**src/logic/clk_switch_pkg.sv**
```systemverilog
// shared constants and types for the glitch-free clock switchover mux
package clk_switch_pkg;
    // ==========================================================
    // timing
    localparam int REF_PERIOD_NS = 10;
    // an input with no edge for this long counts as stuck
    localparam int STUCK_TIME_NS = 200;
    localparam int STUCK_CYCLES = (STUCK_TIME_NS + REF_PERIOD_NS - 1) / REF_PERIOD_NS;
    // internal power-on delay before the switch logic starts
    localparam int POR_TIME_NS = 100;
    localparam int POR_CYCLES = (POR_TIME_NS + REF_PERIOD_NS - 1) / REF_PERIOD_NS;
    localparam int IDLE_W = 8;
    localparam int POR_W = 6;

    // ==========================================================
    // switchover stage lengths, in input clock pulses
    localparam logic [3:0] OLD_PULSES = 4'h3;
    localparam logic [3:0] HIGH_PULSES = 4'h3;
    localparam logic [3:0] LOW_PULSES = 4'h3;
    localparam logic [4:0] SWITCH_MAX_PULSES = 5'h11;

    // ==========================================================
    // switchover states
    typedef enum logic [2:0] {
        ST_POR = 3'b100,
        ST_FOLLOW = 3'b000,
        ST_OLD = 3'b001,
        ST_HIGH = 3'b010,
        ST_LOW = 3'b011
    } state_t;
endpackage : clk_switch_pkg

```
**src/logic/clock_tap_if.sv**
```systemverilog
// sampled view of one clock input, passed from sampler to switch logic
`timescale 1ns/1ps
interface clock_tap_if;
    logic level;
    logic rise;
    logic fall;
    logic stuck;
    logic valid;
    modport source (output level, output rise, output fall, output stuck, output valid);
    modport sink (input level, input rise, input fall, input stuck, input valid);
endinterface : clock_tap_if

```
**src/logic/clock_input_sampler.sv**
```systemverilog
// synchroniser, edge finder and stuck detector for one clock input
`timescale 1ns/1ps
module clock_input_sampler (
    // clock and reset
    input wire logic ref_clk,
    input wire logic arst_n,
    // raw input and its amplitude flag
    input wire logic raw_clock,
    input wire logic raw_valid,
    // sampled view
    clock_tap_if.source tap
);
    logic [2:0] clk_pipe;
    logic [2:0] next_clk_pipe;
    logic [1:0] valid_pipe;
    logic [1:0] next_valid_pipe;
    logic [clk_switch_pkg::IDLE_W-1:0] idle;
    logic [clk_switch_pkg::IDLE_W-1:0] next_idle;
    localparam logic [clk_switch_pkg::IDLE_W-1:0] IDLE_MAX =
        clk_switch_pkg::IDLE_W'(clk_switch_pkg::STUCK_CYCLES);

    // ==========================================================
    // two flops guard against metastability; stage 2 is the first one read
    always_comb begin
        next_clk_pipe = {clk_pipe[1:0], raw_clock};
        next_valid_pipe = {valid_pipe[0], raw_valid};
        // idle counter restarts on any edge, saturates at the stuck mark
        if (clk_pipe[1] != clk_pipe[2]) begin
            next_idle = '0;
        end else if (idle != IDLE_MAX) begin
            next_idle = idle + 1'b1;
        end else begin
            next_idle = idle;
        end
    end

    always_ff @(posedge ref_clk or negedge arst_n) begin
        if (!arst_n) begin
            clk_pipe <= 3'h0;
            valid_pipe <= 2'h0;
            idle <= '0;
        end else begin
            clk_pipe <= next_clk_pipe;
            valid_pipe <= next_valid_pipe;
            idle <= next_idle;
        end
    end

    // edges are one-cycle pulses; level is stage 2 so it matches the edges
    assign tap.level = clk_pipe[1];
    assign tap.rise = clk_pipe[1] & ~clk_pipe[2];
    assign tap.fall = ~clk_pipe[1] & clk_pipe[2];
    assign tap.stuck = (idle == IDLE_MAX);
    assign tap.valid = valid_pipe[1];
endmodule : clock_input_sampler

```
**src/logic/clock_switchover_mux.sv**
```systemverilog
// glitch-free two-input clock switchover mux with fail-safe hold
//
// How it works
// - switchover completes within 17 input clock cycles
// - both inputs handled identically, either may be primary
// - strap high: plain immediate two-input mux
// - lost amplitude: output frozen at last level, except in the old-clock stage
// - running old clock: follow old for pulses
// - then hold low some new pulses, pass new
// - old stuck high: hold high for new pulses
// - then low for new falling edges, pass new
// - select and clocks synchronised against metastability
// - old stuck low: low for new falls
// - extended cycle halves exceed half new period
// - internal power-on delay sets known state
`timescale 1ns/1ps
module clock_switchover_mux (
    // clock and reset
    input wire logic ref_clk,
    input wire logic arst_n,
    // clock inputs and their amplitude flags
    input wire logic first_clock_input,
    input wire logic second_clock_input,
    input wire logic first_clock_valid,
    input wire logic second_clock_valid,
    // control pins
    input wire logic select,
    input wire logic startup_delay_strap,
    // output
    output logic clock_out,
    output logic switching
);
    clock_tap_if tap [2] ();
    logic [1:0] raw_clk;
    logic [1:0] raw_valid;
    logic [1:0] lvl;
    logic [1:0] rise;
    logic [1:0] fall;
    logic [1:0] stuck;
    logic [1:0] valid;
    logic [1:0] sel_pipe;
    logic [1:0] strap_pipe;
    logic sel_s;
    logic strap_s;

    assign raw_clk = {second_clock_input, first_clock_input};
    assign raw_valid = {second_clock_valid, first_clock_valid};

    // ==========================================================
    // one identical sampler per input keeps the two paths symmetric
    for (genvar i = 0; i < 2; i++) begin : g_input
        clock_input_sampler u_sampler (
            .ref_clk(ref_clk),
            .arst_n(arst_n),
            .raw_clock(raw_clk[i]),
            .raw_valid(raw_valid[i]),
            .tap(tap[i])
        );
        assign lvl[i] = tap[i].level;
        assign rise[i] = tap[i].rise;
        assign fall[i] = tap[i].fall;
        assign stuck[i] = tap[i].stuck;
        assign valid[i] = tap[i].valid;
    end

    // ==========================================================
    // select and strap are asynchronous pins
    always_ff @(posedge ref_clk or negedge arst_n) begin
        if (!arst_n) begin
            sel_pipe <= 2'h0;
            strap_pipe <= 2'h0;
        end else begin
            sel_pipe <= {sel_pipe[0], select};
            strap_pipe <= {strap_pipe[0], startup_delay_strap};
        end
    end
    assign sel_s = sel_pipe[1];
    assign strap_s = strap_pipe[1];

    // ==========================================================
    // switchover state machine
    clk_switch_pkg::state_t state;
    clk_switch_pkg::state_t next_state;
    logic active;
    logic next_active;
    logic [3:0] count;
    logic [3:0] next_count;
    logic out_q;
    logic next_out;
    logic [clk_switch_pkg::POR_W-1:0] por_count;
    logic [clk_switch_pkg::POR_W-1:0] next_por_count;
    logic newc;
    localparam logic [clk_switch_pkg::POR_W-1:0] POR_DONE =
        clk_switch_pkg::POR_W'(clk_switch_pkg::POR_CYCLES);

    assign newc = ~active;

    // stage counters count edges of the sampled clocks, not ref_clk cycles
    always_comb begin
        next_state = state;
        next_active = active;
        next_count = count;
        next_out = out_q;
        next_por_count = por_count;
        case (state)
            clk_switch_pkg::ST_POR: begin
                next_out = 1'b0;
                if (por_count != POR_DONE) begin
                    next_por_count = por_count + 1'b1;
                end else begin
                    next_state = clk_switch_pkg::ST_FOLLOW;
                    next_active = sel_s;
                end
            end
            clk_switch_pkg::ST_FOLLOW: begin
                next_count = 4'h0;
                if (strap_s) begin
                    // no protection: the mux follows select at once
                    next_active = sel_s;
                    next_out = valid[sel_s] ? lvl[sel_s] : out_q;
                end else if (sel_s != active) begin
                    if (stuck[active] && lvl[active]) begin
                        next_state = clk_switch_pkg::ST_HIGH;
                        next_out = 1'b1;
                    end else if (stuck[active]) begin
                        next_state = clk_switch_pkg::ST_LOW;
                        next_out = 1'b0;
                    end else begin
                        next_state = clk_switch_pkg::ST_OLD;
                        next_out = lvl[active];
                    end
                end else begin
                    // a dead input would chatter; hold the last good level
                    next_out = valid[active] ? lvl[active] : out_q;
                end
            end
            clk_switch_pkg::ST_OLD: begin
                next_out = lvl[active];
                if (strap_s) begin
                    next_state = clk_switch_pkg::ST_FOLLOW;
                end else if (stuck[active]) begin
                    next_state = lvl[active] ? clk_switch_pkg::ST_HIGH
                                             : clk_switch_pkg::ST_LOW;
                    next_out = lvl[active];
                    next_count = 4'h0;
                end else if (fall[active]) begin
                    if (count == clk_switch_pkg::OLD_PULSES - 4'h1) begin
                        // leave on an old falling edge so the low half is long
                        next_state = clk_switch_pkg::ST_LOW;
                        next_out = 1'b0;
                        next_count = 4'h0;
                    end else begin
                        next_count = count + 4'h1;
                    end
                end
            end
            clk_switch_pkg::ST_HIGH: begin
                next_out = 1'b1;
                if (strap_s) begin
                    next_state = clk_switch_pkg::ST_FOLLOW;
                end else if (rise[newc]) begin
                    if (count == clk_switch_pkg::HIGH_PULSES - 4'h1) begin
                        next_state = clk_switch_pkg::ST_LOW;
                        next_out = 1'b0;
                        next_count = 4'h0;
                    end else begin
                        next_count = count + 4'h1;
                    end
                end
            end
            clk_switch_pkg::ST_LOW: begin
                next_out = 1'b0;
                if (strap_s) begin
                    next_state = clk_switch_pkg::ST_FOLLOW;
                end else if (fall[newc]) begin
                    if (count == clk_switch_pkg::LOW_PULSES - 4'h1) begin
                        // hand over just after a new falling edge: high half is whole
                        next_state = clk_switch_pkg::ST_FOLLOW;
                        next_active = newc;
                        next_count = 4'h0;
                    end else begin
                        next_count = count + 4'h1;
                    end
                end
            end
            default: begin
                next_state = clk_switch_pkg::ST_POR;
                next_out = 1'b0;
            end
        endcase
    end

    always_ff @(posedge ref_clk or negedge arst_n) begin
        if (!arst_n) begin
            state <= clk_switch_pkg::ST_POR;
            active <= 1'b0;
            count <= 4'h0;
            out_q <= 1'b0;
            por_count <= '0;
        end else begin
            state <= next_state;
            active <= next_active;
            count <= next_count;
            out_q <= next_out;
            por_count <= next_por_count;
        end
    end

    assign clock_out = out_q;
    assign switching = (state == clk_switch_pkg::ST_OLD) ||
                       (state == clk_switch_pkg::ST_HIGH) ||
                       (state == clk_switch_pkg::ST_LOW);

    // ==========================================================
    // helper: new-clock falls seen during one switchover
    logic [4:0] seq_falls;
    always_ff @(posedge ref_clk or negedge arst_n) begin
        if (!arst_n) begin
            seq_falls <= 5'h00;
        end else if (!switching) begin
            seq_falls <= 5'h00;
        end else if (fall[newc] && seq_falls != 5'h1f) begin
            seq_falls <= seq_falls + 5'h01;
        end
    end
endmodule : clock_switchover_mux

```
**config.mk**
```make
export PLATFORM = sky130hd
export DESIGN_NAME = clock_switchover_mux
export DESIGN_NICKNAME = d
export VERILOG_FILES = /design/src/logic/clk_switch_pkg.sv /design/src/logic/clock_tap_if.sv /design/src/logic/clock_input_sampler.sv /design/src/logic/clock_switchover_mux.sv
export SDC_FILE = /design/constraint.sdc
export NUM_CORES = 1
export LEC_CHECK = 0
export BUFFER_PORTS_ARGS = -buffer_cell sky130_fd_sc_hd__buf_2
export CAP_MARGIN = 5
export CELL_PAD_IN_SITES_DETAIL_PLACEMENT = 1
export CELL_PAD_IN_SITES_GLOBAL_PLACEMENT = 2
export CORE_MARGIN = 3
export CORE_UTILIZATION = 44
export DETAILED_ROUTE_END_ITERATION = 12
export PLACE_DENSITY_LB_ADDON = 0.1
export SLEW_MARGIN = 5
export SYNTH_ARGS = -nofsm -noshare
export SYNTH_HDL_FRONTEND = slang
export SYNTH_HIERARCHICAL = 1
export SYNTH_SLANG_ARGS = --single-unit
export TNS_END_PERCENT = 100
```
**constraint.sdc**
```tcl
create_clock -name ref_clk -period 4.8 [get_ports ref_clk]
set_input_delay 0.96 -clock ref_clk [delete_from_list [all_inputs] [get_ports ref_clk]]
set_output_delay 0.96 -clock ref_clk [all_outputs]
set_load 0.02 [all_outputs]
```
# == After elaboration in Yosys (flattened, before gate mapping) ==
# Index checks and enable logic that the tools add are counted.
# op_classes
n_addsub,4
mul,0
div,0
n_lt_le_gt_ge,3
n_eq_ne,30
shifts,0
n_mux,65
bitwise_logic,9
n_reduce_logical,13
# ops
cell,n
$mux W3,12
$mux W1,35
$mux W4,8
$mux W8,4
$ne A2 B2 Y1 const B,9
$add A8 B1 Y8 const B,2
$eq A8 B5 Y1 const B,2
$ne A8 B5 Y1 const B,2
$pmux W4 S4,1
$pmux W3 S5,1
$reduce_and A7 Y1,2
$ne A3 B3 Y1 const B,4
$ne A4 B4 Y1 const B,2
$add A6 B1 Y6 const B,1
$eq A3 B2 Y1 const B,2
$lt A1 B2 Y1 const B,3
$ne A6 B4 Y1 const B,1
$pmux W1 S3,2
$reduce_and A6 Y1,1
$not A1 Y1,5
$add A4 B1 Y4 const B,1
$and A1 B1 Y1,4
$eq A4 B2 Y1 const B,1
$mux W2,2
12 further kinds,17
# word_totals
ff_bits,45
latch_bits,0
ram_bits,0
mem_bits_ro,0
in_bits,8
output_inout_bits,2
wordCells,137
n_memories,0

# == Depth between registers and ports, before layout ==
# depth
depth_word,8
mapped_depth,9
mapped_depth_nobuf,8

# == By module ==
# The synthesis kept the hierarchy.
# modules_own_cells
mod,instances,cells_per_inst,area_per_inst_um2,seq_area_each_um2
clock_switchover_mux,1,124,1290.0,476.7
clock_input_sampler at g_input[0].u_sampler,1,55,600.6,325.3
clock_input_sampler at g_input[1].u_sampler,1,54,600.6,325.3

# == Worst setup path after synthesis ==
# No wires, ideal clock.
# synth_timing
kind,register to register
from,reg g_input[1].u_sampler/idle[0] (netlist bit)
to,reg count[1]
setup_time_ps,125
arrival_ps,2058
required_time_ps,4675
slack_ps,2617
stages_incl_launch_ff,10
path_buffers,1
period_less_slack_ps,2183
path_cell_list,dfrtp_1 > inv_1 > ha_1 > nor4b_1 > and4b_1 > buf_6 > nor3b_1 > o21a_4 > or3_4 > mux2_4
# synth_via
elab_chain_cells,6
elab_cells_between_ends,8
classes_between,eq/ne (2); mux (5); reduce/logical (1)
# synth_rtl
item,line,text
start: declaration,clock_input_sampler.sv:17,logic [clk_switch_pkg::IDLE_W-1:0] idle;
start signal: assignment,clock_input_sampler.sv:45,idle <= next_idle;
$eq A8 B5 Y1 (*),clock_input_sampler.sv:53,assign tap.stuck = (idle == IDLE_MAX);
net tap[1].stuck,clock_tap_if.sv:7,logic stuck;
$mux W1 (not written as such) (*) (2 in a row),clock_switchover_mux.sv:141,end else if (stuck[active]) begin
$mux W4,clock_switchover_mux.sv:141,
$mux W4,clock_switchover_mux.sv:139,if (strap_s) begin
$pmux W4 S4,clock_switchover_mux.sv:105,case (state)
end signal: assignment,clock_switchover_mux.sv:203,count <= next_count;
end: declaration,clock_switchover_mux.sv:86,logic [3:0] count;
# The timed path passes the listed nets; every way through them passes the cells marked *. The select of a mux whose other input is x is not followed.
# A chain may end at the register's enable or synchronous reset.

# == Worst setup path in the final report ==
# Ends and elaborated chain as after synthesis.

==> metrics.txt <==
outcome finished, final reports clean; FP Rows 26; Slew @ Worst Pin 0.964 ns; Peak VDD IR 0.179 mV; Yosys top cell by area dfrtp_1; H-tree depth 2; ANT nets after route 0; count leader, synth dfrtp_1; crit-path max FO 9; port buffer count 9; share of layout cells above drive strength 1 13.3%; Hold WC Path Type flop to flop; WL/cell 15.9 µm; fin cells 311; Crit. End Element flop; num ports 10; fillcell total 604; Final Skew 0.00857 ns; post-synthesis mux area share 8.14%; critical path launch point type flop; Final Hold Viols 0; clock-pin transition on the worst setup and hold timing paths 0.08 ns; Synth Area in XOR/XNOR 2.81%; hold buffer count at cts 0; Clock Tree Root clkbuf_8; Die W 81.2 µm; DRC 0; CP max stage delay 0.45 ns; die area 6600 µm²; Vias 1740; Worst Path Arrival 2.67 ns; 1st-iter DRT viols 45; chip height 81.2 µm; CP bufs+invs 1; Syn-to-layout area delta 7.73%; Pwr per Cell Area 407 nW/µm²; fin crit period 2.49 ns; Leakage 1.16 nW; setup ws final 2.31 ns; Overall Power 1.09 mW; Slew Limit Headroom 35.8%; Cells after Synth 233; design area 2680 µm²; first-pass GRT wire length 8.84 mm; CTS buffer count 5; critical path class flop to flop; initial antenna violation count 0; post-synthesis simple-gate area fraction 19.7%; number of enable flip-flop cells after synthesis 0; later-pin clock latency in the skew report 0.29 ns; Yosys reg bits 45; Synth cell types 56; largest net degree at the start of global routing 46; share of the yosys chip area belonging to registers 45.3%; CTS tree done; Core Area 5300 µm²; Nets 260; setup TNS 0 ns; Initial Utilization 47.0%; top cells by area, synth dfrtp_1 44%, ha_1 6.0%, mux2i_1 4.8%; Post-DP HPWL 3.67 mm; Vias per Instance 5.59; final-report max-slew violation count 0; Syn. warnings 6; Top FF cell, synth dfrtp_1; CTS max path bufs 2; drt pass-1 iters 4; Crit-path slowest cell and4b_1; Detailed Route WL 4.93 mm; Synth top cells by count 44 x dfrtp_1, 17 x nand2_1, 17 x nand3_1; Post-Syn Nets 253; total global routing overflow 0; Post-DP Area 2570 µm²; Max Freq 401 MHz; RePlAce Congestion 0.833; GRT Total Usage 17.0%; final setup vio count 0; CP cell instances inv_1 > ha_1 > nor4b_1 > and4b_1 > nor3b_1 > o21a_4 > or3_4 > mux2_4; max cap viols 0; Placed Instances 303; largest family of logic cells by synthesized area simple AND/OR/NAND/NOR gates; period utilization 52.0%; Place WS 2.32 ns; Synth Area in Compound Gates 13.5%; Mean Syn Cell Area 10.7 µm²; # resized after CTS 0; CP required 4.98 ns; synthesized area 2490 µm²; Sink Count 45; delay-heaviest family, CP simple AND/OR/NAND/NOR gates; post-synthesis adder-cell area fraction 6.03%; RSZ-0062 raised after global routing no; post-CTS setup buffers 0; vias in the first global route 1884; FFs w/ async S/R, synth 100%; # diodes 0; post-synth top area share 44.2%
-- metrics by stage --
step | hold slack (ns) | util, %
after floorplan | 0.331 | -
after global placement | 0.333 | 48.4
after detailed placement | 0.340 | 48.4
after CTS | 0.359 | 50.6
after global routing | 0.374 | 50.6
final | 0.356 | 50.6
-- per-layer routing --
layer | vias to the layer above | part of all wire [%] | global-route usage [%]
li1 | 852 | - | -
met1 | 874 | 48 | 22.4
met3 | 2 | 2.0 | 2.66
met4 | 0 | 0.41 | 3.38
met2 | 12 | 49 | 29.6
met5 | - | 0 | 0
-- path summary, 6_finish.rpt --
kind | start | endpoint | slack [ns] | cells past startpoint
max reg2reg | g_input[1].u_sampler/idle[0] | count[1] | 2.31 | 8
max in group asynchronous | arst_n | g_input[1].u_sampler/clk_pipe[2] | 3.38 | 1
min reg2reg | g_input[0].u_sampler/clk_pipe[0] | g_input[0].u_sampler/clk_pipe[1] | 0.36 | 0
min in group asynchronous | arst_n | count[1] | 0.82 | 1
min | g_input[0].u_sampler/clk_pipe[0] | g_input[0].u_sampler/clk_pipe[1] | 0.36 | 0
max | g_input[1].u_sampler/idle[0] | count[1] | 2.31 | 8
-- cells by family (layout without fill, tap and decap cells) --
kind of cell             after synthesis  count (layout)
AND/OR/NAND/NOR                       82              82
AO/OA/AOI/OAI                         43              43
XOR/XNOR                               8               8
adder cells (fa/ha/maj)               12              12
flip-flops                            45              45
multiplexers                          19              19
buffers and inverters                 24              32
-- sequential cells by signal, summed over array words and instances (netlist names) --
signal                        flops
active                            1
clock_out                         1
count                             4
g_input.u_sampler/clk_pipe        6
g_input.u_sampler/idle           16
g_input.u_sampler/valid_pipe      4
por_count                         6
sel_pipe                          2
state                             3
strap_pipe                        2
-- final cells by class --
class / count / area [µm²] / share of cell area, %
Tap cell: 70 / 87.6 / 3.26
Timing Repair Buffer: 9 / 45.0 / 1.68
Clock inverter: 1 / 30.0 / 1.12
Sequential cell: 45 / 1130 / 42.0
Clock buffer: 7 / 86.3 / 3.22
Multi-Input combinational cell: 164 / 1250 / 46.6
Inverter: 15 / 56.3 / 2.10
-- cells in the final DEF, fill, tap and decap left out, types with 3 or more instances in the layout --
cell type / count
inv_1: 15
a21oi_1: 4
nand3_1: 17
o21a_1: 3
ha_1: 12
or3_1: 3
xnor2_1: 8
o21ai_1: 3
buf_2: 9
or3b_1: 3
nor2_1: 8
a211o_1: 3
nand2b_1: 4
dfrtp_1: 44
nand2_1: 17
and3_1: 3
clkbuf_8: 6
mux2_2: 6
o21ai_0: 8
mux2i_1: 12
nor4b_1: 3
and2_1: 3
nand3b_1: 3
nor4_1: 3
-- report_power, final --
group          switching, mW  internal [mW]  total, mW
combinational          0.151          0.154      0.305
sequential            0.0740          0.421      0.495
clock                  0.123          0.170      0.293
total                  0.348          0.745       1.09
(Power assumes the default switching activity.)
